--- src/include/spsb_params.svh ---
`ifndef SPSB_PARAMS_SVH
`define SPSB_PARAMS_SVH
// Register byte offsets on the bus.
`define SPSB_OFF_STATUS 8'h00
`define SPSB_OFF_DATA   8'h04
`define SPSB_OFF_CTRL1  8'h08
// Status bit positions.
`define SPSB_BIT_RXF 7
`define SPSB_BIT_TXE 5
`define SPSB_BIT_MF  4
// Control register one bit positions.
`define SPSB_BIT_CS   4
`define SPSB_BIT_FDE  3
`define SPSB_BIT_SOE  2
`define SPSB_BIT_TIE  1
`define SPSB_BIT_RFIE 0
// Reset values.
`define SPSB_RST_CTRL1 5'h00
`define SPSB_RST_BYTE  8'h00
// Controller serial clock half period and the bus clock period.
`define SPSB_SCK_HALF_NS 80
`define SPSB_CLK_NS      20
`define SPSB_SCK_HALF_CYC (`SPSB_SCK_HALF_NS / `SPSB_CLK_NS)
// Index of the last of the sixteen edges in one byte transfer, and the limit for refilling the shifter.
`define SPSB_LAST_EDGE 4'hf
`define SPSB_TXE_CYC   2
`endif

--- src/include/spsb_pkg.sv ---
package spsb_pkg;
	// Fields of control register one.
	typedef struct packed {
		logic cs;   // Controller select.
		logic fde;  // Fault detect enable.
		logic soe;  // Select output enable.
		logic tie;  // Transmit interrupt enable.
		logic rfie; // Receive and fault interrupt enable.
	} spsb_ctrl_s;
	// Captured bus address phase.
	typedef struct packed {
		logic       act;
		logic       wr;
		logic [7:0] addr;
	} spsb_aph_s;
	// Shift engine states.
	typedef enum logic [0:0] {SPSB_IDLE, SPSB_RUN} spsb_st_e;
endpackage

--- src/rtl/spsb_top.sv ---
// Our own choices: the register addresses and the AHB-Lite slave port.
`timescale 1ns/100ps
`include "spsb_params.svh"
// Function
// - Transfer end sets receive-full flag.
// - Status read then data read clears receive-full.
// - Transmit-empty shows room in transmit buffer.
// - Status read then data write clears transmit-empty.
// - Data write without prior armed read is dropped.
// - Transmit interrupt when empty and enabled.
// - Buffer-to-shifter move sets transmit-empty.
// - Idle write moves to shifter within two cycles.
// - Shift end loads queued byte into shifter.
// - No queued byte: nothing moves, flag stays.
// - Controller with select low sets mode fault.
// - Fault only when controller, enabled, no output.
// - Status read then control write clears fault.
// - Unused status bits read zero.
// - Status writes are ignored.
// - Data read gives receive, write fills transmit.
// - Controller starts transfer on written byte.
// - Unread receive byte kept, new one dropped.
// - Receive/fault interrupt when flag and enable set.
// - Overrun leaves no status trace.
module spsb_top
	import spsb_pkg::*;
(
	input  wire logic        clk,
	input  wire logic        rst,
	input  wire logic        hsel,
	input  wire logic [31:0] haddr,
	input  wire logic [1:0]  htrans,
	input  wire logic        hwrite,
	input  wire logic [2:0]  hsize,
	input  wire logic [31:0] hwdata,
	input  wire logic        hready,
	output logic             hreadyout,
	output logic [31:0]      hrdata,
	output logic             hresp,
	input  wire logic        sck_i,
	output logic             sck_o,
	output logic             sck_oe,
	input  wire logic        mosi_i,
	output logic             mosi_o,
	output logic             mosi_oe,
	input  wire logic        miso_i,
	output logic             miso_o,
	output logic             miso_oe,
	input  wire logic        ss_n_i,
	output logic             tx_irq,
	output logic             rf_irq
);
	// Bus side state.
	spsb_aph_s  aph_ff;     // Address phase held for the data phase.
	spsb_ctrl_s ctrl_ff;    // Control register one.
	logic [7:0] txb_ff;     // Transmit buffer.
	logic       txb_v_ff;   // Transmit buffer holds a byte.
	logic [7:0] rxb_ff;     // Receive buffer.
	logic       rxf_ff;     // Receive-full flag.
	logic       mf_ff;      // Mode-fault flag.
	logic       arm_tx_ff;  // Status seen with transmit-empty set.
	logic       arm_rx_ff;  // Status seen with receive-full set.
	logic       arm_mf_ff;  // Status seen with mode fault set.
	// Shift engine state.
	spsb_st_e   st_ff;      // Controller transfer state.
	logic [7:0] sh_ff;      // Shift register.
	logic       sh_v_ff;    // Shifter holds a byte waiting or in flight.
	logic       smp_ff;     // Bit sampled on the leading edge.
	logic [3:0] ecnt_ff;    // Serial clock edges seen in this byte.
	logic [7:0] hcnt_ff;    // Controller half period counter.
	// Pin synchronisers, two stages, plus a third stage for edges.
	logic [3:0] s1_ff;
	logic [3:0] s2_ff;
	logic       sck_d_ff;

	// Address decode, used once per access kind.
	function automatic logic is_off(input logic [7:0] a, input logic [7:0] o);
		is_off = (a == o);
	endfunction

	wire        aph_take = hsel & htrans[1] & hready;
	wire        rd_take  = aph_take & ~hwrite;
	wire        tx_empty = ~txb_v_ff;
	wire        rd_stat  = rd_take & is_off(haddr[7:0], `SPSB_OFF_STATUS);
	wire        rd_dat   = rd_take & is_off(haddr[7:0], `SPSB_OFF_DATA);
	wire        rd_ctl   = rd_take & is_off(haddr[7:0], `SPSB_OFF_CTRL1);
	wire        wr_ph    = aph_ff.act & aph_ff.wr;
	wire        wr_dat   = wr_ph & is_off(aph_ff.addr, `SPSB_OFF_DATA);
	wire        wr_ctl   = wr_ph & is_off(aph_ff.addr, `SPSB_OFF_CTRL1);
	// A data write lands only after an armed status read.
	wire        tx_load  = wr_dat & arm_tx_ff;
	// Status image; unused bits are constant zero.
	wire [7:0]  stat_img = {rxf_ff, 1'b0, tx_empty, mf_ff, 4'h0};
	wire [31:0] rd_mux   = rd_stat ? {24'h0, stat_img} :
	                       rd_dat  ? {24'h0, rxb_ff} :
	                       rd_ctl  ? {27'h0, ctrl_ff} : 32'h0;
	// Receive-full clears on a data read after an armed status read.
	wire        rx_clr   = rd_dat & arm_rx_ff;
	wire        mf_clr   = wr_ctl & arm_mf_ff;

	// Synchronised pins.
	wire        sck_s    = s2_ff[0];
	wire        mosi_s   = s2_ff[1];
	wire        miso_s   = s2_ff[2];
	wire        ss_n_s   = s2_ff[3];
	// Select pin acts as a fault input only in this configuration.
	wire        flt_en   = ctrl_ff.cs & ctrl_ff.fde & ~ctrl_ff.soe;
	wire        flt_set  = flt_en & ~ss_n_s;
	// Leading and trailing serial clock edges for either role.
	wire        half_end = (hcnt_ff == 8'(`SPSB_SCK_HALF_CYC - 1));
	wire        c_tick   = ctrl_ff.cs & (st_ff == SPSB_RUN) & half_end;
	wire        s_sel    = ~ctrl_ff.cs & ~ss_n_s;
	wire        lead     = ctrl_ff.cs ? (c_tick & ~sck_o) : (s_sel & sck_s & ~sck_d_ff);
	wire        trail    = ctrl_ff.cs ? (c_tick & sck_o) : (s_sel & ~sck_s & sck_d_ff);
	wire        din      = ctrl_ff.cs ? miso_s : mosi_s;
	wire        done     = trail & (ecnt_ff == `SPSB_LAST_EDGE);
	// A waiting byte moves into an empty shifter between transfers.
	wire        sh_load  = txb_v_ff & ~sh_v_ff & (ecnt_ff == 4'h0);
	wire        c_start  = ctrl_ff.cs & sh_v_ff & (st_ff == SPSB_IDLE);

	// Bus answers: always ready, always OKAY, read data registered.
	always_ff @(posedge clk) begin
		if (rst) begin
			hreadyout <= 1'b1;
			hresp     <= 1'b0;
			hrdata    <= 32'h0;
			aph_ff    <= '0;
		end else begin
			hreadyout <= 1'b1;
			hresp     <= 1'b0;
			if (aph_take) begin
				hrdata <= rd_mux;
			end
			if (hready) begin
				aph_ff <= '{act: aph_take, wr: hwrite, addr: haddr[7:0]};
			end
		end
	end

	// Control register one; status writes fall through decode unused.
	always_ff @(posedge clk) begin
		if (rst) begin
			ctrl_ff <= `SPSB_RST_CTRL1;
		end else if (wr_ctl) begin
			ctrl_ff <= hwdata[4:0];
		end
	end

	// Arming by status reads; each arm is spent by its own follow-up.
	always_ff @(posedge clk) begin
		if (rst) begin
			arm_tx_ff <= 1'b0;
			arm_rx_ff <= 1'b0;
			arm_mf_ff <= 1'b0;
		end else if (rd_stat) begin
			// A write or clear landing in this same cycle spends the arm at once.
			// Otherwise a back-to-back status read could arm a second write
			// that overwrites the byte already queued.
			arm_tx_ff <= tx_empty & ~tx_load;
			arm_rx_ff <= rxf_ff;
			arm_mf_ff <= mf_ff & ~mf_clr;
		end else begin
			if (wr_dat) begin
				arm_tx_ff <= 1'b0;
			end
			if (rd_dat) begin
				arm_rx_ff <= 1'b0;
			end
			if (wr_ctl) begin
				arm_mf_ff <= 1'b0;
			end
		end
	end

	// Transmit buffer: filled by an accepted write, emptied by the move.
	always_ff @(posedge clk) begin
		if (rst) begin
			txb_ff   <= `SPSB_RST_BYTE;
			txb_v_ff <= 1'b0;
		end else if (tx_load) begin
			txb_ff   <= hwdata[7:0];
			txb_v_ff <= 1'b1;
		end else if (sh_load) begin
			txb_v_ff <= 1'b0;
		end
	end

	// Receive buffer; an unread byte is kept and the new one dropped.
	always_ff @(posedge clk) begin
		if (rst) begin
			rxb_ff <= `SPSB_RST_BYTE;
			rxf_ff <= 1'b0;
		end else if (done & (~rxf_ff | rx_clr)) begin
			rxb_ff <= {sh_ff[6:0], smp_ff};
			rxf_ff <= 1'b1;
		end else if (rx_clr) begin
			rxf_ff <= 1'b0;
		end
		// An overrun changes nothing here and sets no flag.
	end

	// Mode fault flag; a fault in the clearing cycle keeps it set.
	always_ff @(posedge clk) begin
		if (rst) begin
			mf_ff <= 1'b0;
		end else if (flt_set) begin
			mf_ff <= 1'b1;
		end else if (mf_clr) begin
			mf_ff <= 1'b0;
		end
	end

	// Interrupt requests, registered.
	always_ff @(posedge clk) begin
		if (rst) begin
			tx_irq <= 1'b0;
			rf_irq <= 1'b0;
		end else begin
			tx_irq <= tx_empty & ctrl_ff.tie;
			rf_irq <= (rxf_ff | mf_ff) & ctrl_ff.rfie;
		end
	end

	// Two flip-flop synchronisers for every link pin.
	always_ff @(posedge clk) begin
		if (rst) begin
			// Idle pin levels: select high, clock and data low, so no false edge.
			s1_ff    <= 4'h8;
			s2_ff    <= 4'h8;
			sck_d_ff <= 1'b0;
		end else begin
			s1_ff    <= {ss_n_i, miso_i, mosi_i, sck_i};
			s2_ff    <= s1_ff;
			sck_d_ff <= s2_ff[0];
		end
	end

	// Controller state and serial clock generation.
	always_ff @(posedge clk) begin
		if (rst) begin
			st_ff   <= SPSB_IDLE;
			hcnt_ff <= 8'h0;
			sck_o   <= 1'b0;
		end else begin
			case (st_ff)
				SPSB_IDLE: begin
					hcnt_ff <= 8'h0;
					sck_o   <= 1'b0;
					if (c_start) begin
						st_ff <= SPSB_RUN;
					end
				end
				SPSB_RUN: begin
					hcnt_ff <= half_end ? 8'h0 : hcnt_ff + 8'h1;
					if (half_end) begin
						sck_o <= ~sck_o;
					end
					if (done | ~ctrl_ff.cs) begin
						st_ff <= SPSB_IDLE;
					end
				end
				default: begin
					st_ff <= SPSB_IDLE;
				end
			endcase
		end
	end

	// Shift register: load, sample on leading, shift on trailing edge.
	always_ff @(posedge clk) begin
		if (rst) begin
			sh_ff   <= `SPSB_RST_BYTE;
			sh_v_ff <= 1'b0;
			smp_ff  <= 1'b0;
			ecnt_ff <= 4'h0;
		end else begin
			if (sh_load) begin
				sh_ff   <= txb_ff;
				sh_v_ff <= 1'b1;
			end else if (trail) begin
				sh_ff <= {sh_ff[6:0], smp_ff};
			end
			if (lead) begin
				smp_ff <= din;
			end
			if (done) begin
				sh_v_ff <= 1'b0;
				ecnt_ff <= 4'h0;
			end else if (lead | trail) begin
				ecnt_ff <= ecnt_ff + 4'h1;
			end else if (~ctrl_ff.cs & ss_n_s) begin
				ecnt_ff <= 4'h0;
			end
		end
	end

	// Pin drives: controller owns clock and data out, target owns data in.
	always_ff @(posedge clk) begin
		if (rst) begin
			sck_oe  <= 1'b0;
			mosi_o  <= 1'b0;
			mosi_oe <= 1'b0;
			miso_o  <= 1'b0;
			miso_oe <= 1'b0;
		end else begin
			sck_oe  <= ctrl_ff.cs;
			mosi_o  <= sh_ff[7];
			mosi_oe <= ctrl_ff.cs;
			miso_o  <= sh_ff[7];
			miso_oe <= s_sel;
		end
	end

	// Checks on the flag and buffer behaviour.
	property p_rx_set;
		@(posedge clk) disable iff (rst) done & ~rxf_ff |=> rxf_ff;
	endproperty
	a_rx_set: assert property (p_rx_set) else $error("receive-full not set");

	property p_rx_keep;
		@(posedge clk) disable iff (rst) done & rxf_ff & ~rx_clr |=> $stable(rxb_ff) & rxf_ff;
	endproperty
	a_rx_keep: assert property (p_rx_keep) else $error("overrun changed buffer");

	property p_rx_clr;
		@(posedge clk) disable iff (rst) rxf_ff & ~arm_rx_ff & ~rd_stat |=> rxf_ff;
	endproperty
	a_rx_clr: assert property (p_rx_clr) else $error("receive-full lost unarmed");

	property p_wr_drop;
		@(posedge clk) disable iff (rst) wr_dat & ~arm_tx_ff & ~txb_v_ff |=> ~txb_v_ff;
	endproperty
	a_wr_drop: assert property (p_wr_drop) else $error("unarmed write taken");

	property p_idle_move;
		@(posedge clk) disable iff (rst)
			tx_load & ~sh_v_ff & (st_ff == SPSB_IDLE) & (ecnt_ff == 4'h0) |=> ##[1:2] tx_empty;
	endproperty
	a_idle_move: assert property (p_idle_move) else $error("idle byte not moved");

	property p_no_fault;
		@(posedge clk) disable iff (rst) ~flt_en & ~mf_ff |=> ~mf_ff;
	endproperty
	a_no_fault: assert property (p_no_fault) else $error("fault set while disabled");

	property p_tx_irq;
		@(posedge clk) disable iff (rst) tx_empty & ctrl_ff.tie |=> tx_irq;
	endproperty
	a_tx_irq: assert property (p_tx_irq) else $error("transmit request missing");

	property p_rf_irq;
		@(posedge clk) disable iff (rst) (rxf_ff | mf_ff) & ctrl_ff.rfie |=> rf_irq;
	endproperty
	a_rf_irq: assert property (p_rf_irq) else $error("receive request missing");

	property p_zero_bits;
		@(posedge clk) disable iff (rst) rd_stat |=> (hrdata[6] == 1'b0) && (hrdata[3:0] == 4'h0);
	endproperty
	a_zero_bits: assert property (p_zero_bits) else $error("unused status bit set");

	property p_start;
		@(posedge clk) disable iff (rst) c_start |=> st_ff == SPSB_RUN;
	endproperty
	a_start: assert property (p_start) else $error("controller did not start");

	property p_mf_set;
		@(posedge clk) disable iff (rst) flt_set |=> mf_ff;
	endproperty
	a_mf_set: assert property (p_mf_set) else $error("mode fault not set");

	property p_sh_reload;
		@(posedge clk) disable iff (rst) done & txb_v_ff |=> ##1 (sh_v_ff & tx_empty);
	endproperty
	a_sh_reload: assert property (p_sh_reload) else $error("queued byte not moved");

	property p_no_reload;
		@(posedge clk) disable iff (rst) done & ~txb_v_ff & ~tx_load |=> ~sh_v_ff & tx_empty;
	endproperty
	a_no_reload: assert property (p_no_reload) else $error("shifter loaded from empty");
endmodule

--- config.mk ---
export PLATFORM = sky130hd
export DESIGN_NAME = spsb_top
export DESIGN_NICKNAME = d
export VERILOG_FILES = /design/src/include/spsb_pkg.sv /design/src/rtl/spsb_top.sv
export VERILOG_INCLUDE_DIRS = /design/src /design/src/include
export SDC_FILE = /design/constraint.sdc
export NUM_CORES = 1
export LEC_CHECK = 0
export BUFFER_PORTS_ARGS = -buffer_cell sky130_fd_sc_hd__clkbuf_2
export CAP_MARGIN = 20
export CORE_MARGIN = 5
export CORE_UTILIZATION = 28
export CTS_BUF_LIST = sky130_fd_sc_hd__clkbuf_8 sky130_fd_sc_hd__clkbuf_16
export DETAILED_ROUTE_END_ITERATION = 8
export PLACE_DENSITY = 0.51
export SYNTH_ARGS = -nofsm -noshare
export SYNTH_HDL_FRONTEND = slang
export SYNTH_SLANG_ARGS = --single-unit
export TNS_END_PERCENT = 30
--- constraint.sdc ---
create_clock -name clk -period 2.4 [get_ports clk]
set_input_delay 0.24 -clock clk [delete_from_list [all_inputs] [get_ports clk]]
set_output_delay 0.24 -clock clk [all_outputs]
set_load 0.01 [all_outputs]
Word-level counts from Yosys, hierarchy flattened
Index checks and enable logic that the tools add are counted.
Widths: inputs -> output; s select.
{ "word_totals": {"reg_bits": 107, "word_cells": 133} }
{ "op_classes": {"addsub": 2, "eq_ne": 7, "mux": 29, "bitwise_logic": 52, "reduce_logical": 11} }
{ "op_table": {"columns": ["cell", "n"], "rows": [
  ["$mux 8", 5],
  ["$and 1x1->1", 35],
  ["$mux 1", 18],
  ["$eq 8x3->1 const B", 2],
  ["$eq 8x4->1 const B", 2],
  ["$pmux 8 s2", 1],
  ["$reduce_bool 2->1", 8],
  ["$not 1->1", 13],
  ["$add 8x1->8 const B", 1],
  ["$eq 8x2->1 const B", 1],
  ["$logic_not 8->1", 1],
  ["$mux 4", 2],
  ["$mux 5", 1],
  ["$add 4x1->4 const B", 1],
  ["$eq 4x4->1 const B", 1],
  ["$logic_not 4->1", 1],
  ["$or 1x1->1", 4],
  ["$pmux 1 s2", 2],
  ["$ne 2x1->1 const B", 1],
  ["$reduce_or 2->1", 1]
]} }

Logic depth before layout (Yosys ltp)
Gate-level depths: netlist of the first run.
{ "logic_depth": {"word_depth": 9, "depth_mapped": 9, "ltp_nobuf": 7} }

Worst setup path after synthesis of the first run
OpenSTA, ideal clock, no wires.
{ "synth_timing": {"path_type": "reg-to-reg", "start": "reg hcnt_ff[4]", "end": "reg rxb_ff[0]", "arrival_time_ps": 2180, "t_required_ps": 2283, "path_slack_ps": 103, "path_stages_with_launch": 6, "path_buffers": 0, "synth_period_minus_slack_ps": 2297, "path_cell_list": "dfxtp_1 > or4_4 > or4_4 > a221oi_4 > mux2i_1 > nor2_1"} }
{ "synth_via": {"elab_chain_cells": 6} }
{ "synth_rtl": {"columns": ["element", "line_no", "text"], "rows": [
  ["start: declaration", "spsb_top.sv:70", "logic [7:0] hcnt_ff;"],
  ["start signal: assignment", "spsb_top.sv:254", "hcnt_ff <= half_end ? 8'h0 : hcnt_ff + 8'h1;"],
  ["$eq 8x2->1", "spsb_top.sv:110", "wire half_end = (hcnt_ff == 8'(`SPSB_SCK_HALF_CYC - 1));"],
  ["$and 1x1->1", "spsb_top.sv:111", "wire c_tick = ctrl_ff.cs & (st_ff == SPSB_RUN) & half_end;"],
  ["$and 1x1->1", "spsb_top.sv:114", "wire trail = ctrl_ff.cs ? (c_tick & sck_o) : (s_sel & ~sck_s & sck_d_ff);"],
  ["$mux 1", "spsb_top.sv:114", null],
  ["$and 1x1->1", "spsb_top.sv:116", "wire done = trail & (ecnt_ff == `SPSB_LAST_EDGE);"],
  ["$and 1x1->1", "spsb_top.sv:193", "end else if (done & (~rxf_ff | rx_clr)) begin"],
  ["end signal: assignment", "spsb_top.sv:191", "rxb_ff <= `SPSB_RST_BYTE;"],
  ["end signal: assignment", "spsb_top.sv:194", "rxb_ff <= {sh_ff[6:0], smp_ff};"],
  ["end: declaration", "spsb_top.sv:58", "logic [7:0] rxb_ff;"]
]} }
Every way passes these cells.
A chain may end at the register's enable or synchronous reset.

Worst setup path after layout of the first run
{ "layout_timing": {"start": "reg hcnt_ff[1]", "end": "reg rxb_ff[7]"} }
The elaborated chain is that of the path after synthesis.

==> results.sh, run 1 <==
export IMPL_status="complete, no violations"
export IMPL_fillers=1281
export IMPL_ff_latch_area_um2=1660
export IMPL_rsz0062_at_grt="no"
export IMPL_grt_pass1_vias=2475
export IMPL_dieArea_um2=14800
export IMPL_async_reset_ff_share_pct=0
export IMPL_route_detailed_drc=0
export IMPL_clk_latency_ns=0.33
export IMPL_drt_wl_total_um=7610
export IMPL_power_density_nw_per_um2=671
export IMPL_ys_seq_area_share_pct=47.5
export IMPL_path_cells="ha_1 -> or2b_2 -> or4_4 -> a221oi_4 -> buf_12 -> mux2i_1 -> nor2_1"
export IMPL_holdCritStartpoint="ss_n_i"
export IMPL_area_growth_pct=17.0
export IMPL_peakVddDrop_mv=0.305
export IMPL_setup_viol=0
export IMPL_root_buffer="clkbuf_16"
export IMPL_placedCellCount=565
export IMPL_synth_top_family_by_area="simple AND/OR/NAND/NOR gates"
export IMPL_final_cells=578
export IMPL_leakage_nw=1.70
export IMPL_place_area_um2=3830
export IMPL_die_height_um=122
export IMPL_start_kind="flip-flop"
export IMPL_grt_util_all_layers_pct=10.6
export IMPL_fin_crit_sh_pct=93.0
export IMPL_synth_xor_area_share_pct=1.75
export IMPL_cp_arrival_ns=2.45
export IMPL_gp_congestion=0.747
export IMPL_fmax_ghz=0.448
export IMPL_cp_num_buf_inv=1
export IMPL_ys_seq_elements=83
export IMPL_fin_util_pct=33.8
export IMPL_syn_inst=365
export IMPL_synth_enable_flop_cells=0
export IMPL_maxSlewHeadroom_pct=57.1
export IMPL_netlist_top_cells_area="dfxtp_1, mux2i_1, buf_4"
export IMPL_maxCapViolCount=0
export IMPL_finalWorstSetupSlack_ns=0.169
export IMPL_initial_core_util_pct=28.9
export IMPL_yosysTopAreaCellShare_pct=47.5
export IMPL_avgSynthCellArea_um2=9.58
export IMPL_finalPower_mw=2.75
export IMPL_io_pins=120
export IMPL_postCtsHoldBufs=0
export IMPL_cts_buffer_depth=2
export IMPL_synth_compound_area_share_pct=8.02
export IMPL_pre_cts_ws_ns=0.0807
export IMPL_gr_total_overflow=0
export IMPL_worstPathRequired_ns=2.62
export IMPL_min_path_type="in -> reg"
export IMPL_synth_simple_gate_area_share_pct=20.1
export IMPL_dp_hpwl_um=5430
export IMPL_fp_dieW_um=122
export IMPL_cts_sink_count=83
export IMPL_synth_fa_ha_area_share_pct=1.07
export IMPL_crit_path_top_delay_cell="or4_4"
export IMPL_cp_end_kind="flip-flop"
export IMPL_grt_pass1_wl_um=12300
export IMPL_design_area_um2=4090
export IMPL_multi_input_area_um2=1630
export IMPL_drt_iter0_drc=100
export IMPL_tns_ns=0
export IMPL_r2r_start="hcnt_ff[1]"
export IMPL_synthFlopType="dfxtp_1"
export IMPL_yosysWarnings=0
export IMPL_final_cell_mix="dfxtp_1, nor2_1, clkbuf_2"
export IMPL_critPathKind="reg -> reg"
export IMPL_critPathTopFamily="simple AND/OR/NAND/NOR gates"
export IMPL_finalMaxSlewViolations=0
export IMPL_worst_pin_slew_ns=0.637
export IMPL_holdWs_ns=0.0822
export IMPL_antenna_found_initial=0
export IMPL_clock_skew_ns=0.00803
export IMPL_hold_viol_final=0
export IMPL_synth_cell_type_count=45
export IMPL_synthMuxAreaShare_pct=12.7
export IMPL_grt_max_degree=63
export IMPL_drt_pass1_iterations=4
export IMPL_routed_via_count=2565
export IMPL_fin_nets=489
export IMPL_crit_fanout=8
export IMPL_syn_cell_area_um2=3500
export IMPL_numPortBuffers=41
export IMPL_final_common_cell="dfxtp_1"
export IMPL_rrSetupSlack_ns=0.17
export IMPL_cts_clk_slew_worst_paths_ns=0.06
export IMPL_cts_buffers=9
export IMPL_htreeDepth=3
export IMPL_cts_resized=0
export IMPL_wire_per_inst_um=13.2
export IMPL_whs_path_depth=2
export IMPL_rows=40
export IMPL_drive_gt1_share_pct=19.5
export IMPL_hold_end="s1_ff[3]"
export IMPL_r2r_end="rxb_ff[7]"
export IMPL_antennaDiodeCount=0
export IMPL_min_period_ns=2.23
export IMPL_critical_path_max_stage_delay_ns=0.53
export IMPL_cp_depth=7
export IMPL_via_per_inst=4.44
export IMPL_ant_nets=0
export IMPL_worstRegToRegCells=7
export IMPL_synth_area_leader_cell="dfxtp_1"
export IMPL_cts_tree="yes"
export IMPL_core_area_um2=12100
export IMPL_cts_setup_buffers=0
==> layout make-up <==
cell class | instances | share of cell area (%)
tap | 168 | 5.14
clock buffer | 10 | 5.84
timing repair buffer | 51 | 7.77
multi-input combinational | 258 | 39.7
sequential | 83 | 40.6
clock inverter | 3 | 0.428
inverter | 5 | 0.459
==> metal layers <==
layer | part of all wire (%) | vias up | track usage, %
met5 | 0 | - | 0
met4 | 2.3 | 0 | 4.97
met3 | 5.0 | 17 | 3.02
met2 | 46 | 56 | 16.8
met1 | 47 | 1192 | 13.2
li1 | - | 1300 | -
==> how the worst max path moves through the flow <==
| stage | startpoint | to |
|---|---|---|
| floorplan | hcnt_ff[4] | rxb_ff[0] |
| global placement | hcnt_ff[4] | rxb_ff[0] |
| detailed placement | hcnt_ff[4] | rxb_ff[7] |
| CTS | hcnt_ff[4] | rxb_ff[7] |
| global route | hcnt_ff[0] | rxb_ff[2] |
| finish | hcnt_ff[1] | rxb_ff[7] |
==> state kept, by name, indices dropped and copies added (netlist names), 5 cells and up <==
signal,cells
ctrl_ff,5
aph_ff,10
sh_ff,8
hcnt_ff,8
rxb_ff,8
hrdata,8
txb_ff,8
==> kinds of logic (layout without fill, tap and decap cells) <==
family          count (synthesis)  in the layout
simple gates                  137            137
buf+inv                        48             69
other cells                     2             26
mux                            44             44
compound gates                 41             41
fa+ha+maj                       3              3
flops                          83             83
xor+xnor                        7              7
==> power by group <==
group | internal (mW) | total (mW) | leakage (nW) | switching, mW
Clock | 0.707 | 1.22 | 0.126 | 0.516
Combinational | 0.0425 | 0.119 | 0.897 | 0.0760
Sequential | 1.40 | 1.40 | 0.673 | 0.00884
==> cell usage after synthesis (all sizes together), types with 3 or more instances <==
cell type / n
or2: 3
nand4: 3
a22oi: 6
nor2: 56
xor2: 6
nor3: 8
nand2b: 4
mux2: 4
a21oi: 18
inv: 5
nor4: 6
clkbuf: 9
ha: 3
and3: 4
nor2b: 9
dfxtp: 83
a211oi: 9
or4: 3
nand2: 14
buf: 34
mux2i: 40
nand3: 11
nor3b: 3
==> worst register-to-register path: cells and delay by family, from the launching register on <==
family,cells,cell delay [ns]
simple gates,3,0.92
compound gates,1,0.33
fa+ha+maj,1,0.17
flops,1,0.34
buf+inv,1,0.18
mux,1,0.19
Note: power is estimated with default switching activity, not from simulation.
==> run 2, diff against run 1 <==
- CELL_PAD_IN_SITES_DETAIL_PLACEMENT: default -> 0
- CELL_PAD_IN_SITES_GLOBAL_PLACEMENT: default -> 1
- PLACE_DENSITY: 0.51 -> 0.65
==> results.sh, run 2 (same netlist as run 1, synthesis figures left out) <==
export IMPL_status="complete, no violations"
export IMPL_initial_core_util_pct=28.9
export IMPL_start_kind="flip-flop"
export IMPL_antenna_found_initial=0
export IMPL_crit_fanout=8
export IMPL_peakVddDrop_mv=0.335
export IMPL_io_pins=120
export IMPL_fin_nets=490
export IMPL_cts_buffers=9
export IMPL_hold_viol_final=0
export IMPL_area_growth_pct=18.3
export IMPL_rsz0062_at_grt="no"
export IMPL_fp_dieW_um=122
export IMPL_drt_wl_total_um=7570
export IMPL_gp_congestion=0.777
export IMPL_pre_cts_ws_ns=0.0770
export IMPL_worst_pin_slew_ns=0.706
export IMPL_finalMaxSlewViolations=0
export IMPL_drive_gt1_share_pct=19.8
export IMPL_final_common_cell="dfxtp_1"
export IMPL_maxCapViolCount=0
export IMPL_routed_via_count=2586
export IMPL_wire_per_inst_um=13.0
export IMPL_htreeDepth=3
export IMPL_fmax_ghz=0.449
export IMPL_core_area_um2=12100
export IMPL_cts_buffer_depth=2
export IMPL_antennaDiodeCount=0
export IMPL_cp_arrival_ns=2.44
export IMPL_grt_max_degree=69
export IMPL_grt_pass1_wl_um=12400
export IMPL_route_detailed_drc=0
export IMPL_final_cell_mix="dfxtp_1, nor2_1, clkbuf_2"
export IMPL_maxSlewHeadroom_pct=52.5
export IMPL_rows=40
export IMPL_tns_ns=0
export IMPL_drt_iter0_drc=82
export IMPL_clock_skew_ns=0.00703
export IMPL_cp_end_kind="flip-flop"
export IMPL_largest_reg_flops=10
export IMPL_ant_nets=0
export IMPL_cts_clk_slew_worst_paths_ns=0.06
export IMPL_grt_pass1_vias=2476
export IMPL_setup_viol=0
export IMPL_min_period_ns=2.23
export IMPL_cts_tree="yes"
export IMPL_dp_hpwl_um=5390
export IMPL_clk_latency_ns=0.33
export IMPL_dieArea_um2=14800
export IMPL_fin_util_pct=34.1
export IMPL_critPathKind="reg -> reg"
export IMPL_finalWorstSetupSlack_ns=0.174
export IMPL_gr_total_overflow=0
export IMPL_fin_crit_sh_pct=92.7
export IMPL_root_buffer="clkbuf_16"
export IMPL_largest_register="aph_ff"
export IMPL_postCtsHoldBufs=0
export IMPL_power_density_nw_per_um2=701
export IMPL_worstPathRequired_ns=2.61
export IMPL_min_path_type="in -> reg"
export IMPL_via_per_inst=4.44
export IMPL_drt_pass1_iterations=4
export IMPL_cts_setup_buffers=0
export IMPL_grt_util_all_layers_pct=10.7
export IMPL_cts_sink_count=83
export IMPL_numPortBuffers=41
export IMPL_leakage_nw=1.73
export IMPL_die_height_um=122
[run 2: where the power goes]
group	internal (mW)	switching, mW
clock	0.856	0.523
sequential	1.40	0.00970
combinational	0.0425	0.0726
[run 2: final timing paths]
| check | from | endpoint | slack, ns | cells after the start |
|---|---|---|---|---|
| worst min register to register | s1_ff[3] | s2_ff[3] | 0.42 | 1 |
| worst max register to register | hcnt_ff[1] | rxb_ff[4] | 0.17 | 7 |
| worst min-delay path | ss_n_i | s1_ff[3] | 0.08 | 2 |
| worst max-delay path | hcnt_ff[1] | rxb_ff[4] | 0.17 | 7 |
[run 2: cell type report]
| cell class | instances | area (um2) |
|---|---|---|
| Multi-Input combinational cell | 258 | 1630 |
| Fill cell | 1286 | 7980 |
| Sequential cell | 83 | 1660 |
| Tap cell | 168 | 210 |
| Inverter | 5 | 18.8 |
| Clock buffer | 11 | 253 |
| Timing Repair Buffer | 52 | 313 |
| Clock inverter | 5 | 52.6 |
[run 2: repair_timing]
| item | CTS | global route |
|---|---|---|
| endpoints found under the hold margin | 0 | 0 |
| setup endpoints to repair | 0 | 4 |
| resized for setup | 0 | 0 |
[run 2: critical path: stages (launching register included)]
cell and delay (ns):
dfxtp_1 0.33, ha_1 0.17, or2b_2 0.33, or4_4 0.53, a221oi_4 0.33, buf_12 0.18, mux2i_1 0.19, nor2_1 0.05
[run 2: per-layer routing]
metal  vias up  part of all wire, %  global-route usage [%]
met5         -                    0                       0
li1       1311                    -                       -
met3        13                  4.6                    2.79
met4         0                  2.4                    5.39
met1      1209                   47                    13.0
met2        53                   46                    17.3
[run 2: through the flow]
step / instances / hold WS [ns] / area (um2) / power (mW)
floorplan: 389 / 0.344 / 3590 / 1.54
global placement: 566 / 0.399 / 3830 / 1.55
detailed placement: 566 / 0.403 / 3830 / 1.55
CTS: 582 / 0.0692 / 4130 / 2.94
global route: 582 / 0.0721 / 4130 / 3.01
finish: 582 / 0.0821 / 4130 / 2.90
==> run 3, diff against run 2 <==
- ABC_AREA: default -> 0
- CORE_ASPECT_RATIO: default -> 1.1
==> results.sh, run 3 (same netlist as run 1, synthesis figures left out) <==
export IMPL_area_growth_pct=17.0
export IMPL_antenna_found_initial=0
export IMPL_hold_viol_final=0
export IMPL_grt_util_all_layers_pct=11.0
export IMPL_largest_reg_flops=10
export IMPL_maxCapViolCount=0
export IMPL_finalMaxSlewViolations=0
export IMPL_gr_total_overflow=0
export IMPL_worstRegToRegCells=7
export IMPL_min_path_type="in -> reg"
export IMPL_cp_arrival_ns=2.43
export IMPL_placedCellCount=552
export IMPL_fin_crit_sh_pct=92.4
export IMPL_peakVddDrop_mv=0.450
export IMPL_largest_register="aph_ff"
export IMPL_drt_iter0_drc=105
export IMPL_design_area_um2=4090
export IMPL_ant_nets=0
export IMPL_route_detailed_drc=0
export IMPL_clk_latency_ns=0.33
export IMPL_routed_via_count=2549
export IMPL_cp_end_kind="flip-flop"
export IMPL_rsz0062_at_grt="no"
export IMPL_setup_viol=0
export IMPL_initial_core_util_pct=28.8
export IMPL_grt_pass1_vias=2566
export IMPL_cts_clk_slew_worst_paths_ns=0.06
export IMPL_hold_end="s1_ff[3]"
export IMPL_core_area_um2=12100
export IMPL_pre_cts_ws_ns=0.0693
export IMPL_final_common_cell="dfxtp_1"
export IMPL_io_pins=120
export IMPL_r2r_end="rxb_ff[2]"
export IMPL_fmax_ghz=0.451
export IMPL_drt_wl_total_um=7810
export IMPL_die_height_um=127
export IMPL_whs_path_depth=2
export IMPL_fp_dieW_um=117
export IMPL_dieArea_um2=14800
export IMPL_postCtsHoldBufs=0
export IMPL_grt_max_degree=54
export IMPL_r2r_start="hcnt_ff[0]"
export IMPL_rrSetupSlack_ns=0.18
export IMPL_htreeDepth=3
export IMPL_drt_pass1_iterations=4
export IMPL_finalPower_mw=2.80
export IMPL_gp_congestion=0.749
export IMPL_maxSlewHeadroom_pct=58.6
export IMPL_via_per_inst=4.49
export IMPL_cts_sink_count=83
export IMPL_fin_nets=490
export IMPL_dp_hpwl_um=5710
export IMPL_fillers=1270
export IMPL_drive_gt1_share_pct=20.0
export IMPL_finalWorstSetupSlack_ns=0.183
export IMPL_cts_buffer_depth=2
export IMPL_holdCritStartpoint="ss_n_i"
export IMPL_start_kind="flip-flop"
export IMPL_place_area_um2=3810
export IMPL_power_density_nw_per_um2=684
export IMPL_status="complete, no violations"
export IMPL_final_cell_mix="dfxtp_1, nor2_1, clkbuf_2"
export IMPL_antennaDiodeCount=0
export IMPL_cts_buffers=9
export IMPL_wire_per_inst_um=13.8
export IMPL_final_cells=568
export IMPL_clock_skew_ns=0.00686
export IMPL_crit_fanout=8
export IMPL_cts_tree="yes"
export IMPL_worstPathRequired_ns=2.62
export IMPL_tns_ns=0
export IMPL_rows=42
export IMPL_critPathKind="reg -> reg"
export IMPL_leakage_nw=1.71
export IMPL_worst_pin_slew_ns=0.621
export IMPL_numPortBuffers=41
export IMPL_grt_pass1_wl_um=12800
export IMPL_root_buffer="clkbuf_16"
export IMPL_min_period_ns=2.22
[run 3: changes by cell type in the layout (fill, tap and decap cells not counted)]
cell,change
bufinv_16,-1
clkinv_2,+2
clkinv_4,-1
clkinvlp_4,+1
inv_1,-1
[run 3: where the power goes]
group | total, mW | switching [mW] | internal, mW
combinational | 0.116 | 0.0733 | 0.0425
sequential | 1.41 | 0.0101 | 1.40
clock | 1.28 | 0.526 | 0.749
[run 3: critical path, stage by stage, from the launching register on]
cell      delay, ns
dfxtp_1        0.34
ha_1           0.16
or2b_2         0.33
or4_4          0.53
a221oi_4       0.32
buf_12         0.18
mux2i_1        0.19
nor2_1         0.05
[run 3: cell type report]
cell class	count	area (um2)	share of cell area [%]
multi-input combinational	258	1630	39.7
clock inverter	5	27.5	0.673
sequential	83	1660	40.6
timing repair buffer	52	313	7.65
inverter	5	18.8	0.459
tap	154	193	4.71
clock buffer	11	253	6.18
[run 3: what timing repair did]
item / CTS / global route
endpoints found under the setup margin: 0 / 4
buffers inserted: 0 / 0
resized for setup: 0 / 0
[run 3: how the worst max path moves through the flow]
stage | to | from | slack [ns]
floorplan | rxb_ff[0] | hcnt_ff[4] | 0.10
global placement | rxb_ff[3] | hcnt_ff[4] | 0.09
detailed placement | rxb_ff[2] | hcnt_ff[4] | 0.07
CTS | rxb_ff[2] | hcnt_ff[4] | 0.06
global route | rxb_ff[4] | hcnt_ff[0] | 0.09
finish | rxb_ff[2] | hcnt_ff[0] | 0.18
[run 3: stage by stage]
stage | hold WS [ns] | utilization [%]
global route | 0.0980 | 33.7
floorplan | 0.344 | -
detailed placement | 0.399 | 31.4
finish | 0.0941 | 33.7
global placement | 0.400 | 31.4
CTS | 0.0851 | 33.7
[run 3: metal layers]
layer  part of all wire, %  up-vias  track usage (%)
met5                     0        -                0
met4                   1.2        0             4.39
met3                   4.1        5             2.65
met2                    47       48             17.6
met1                    48     1188             14.3
li1                      -     1308                -
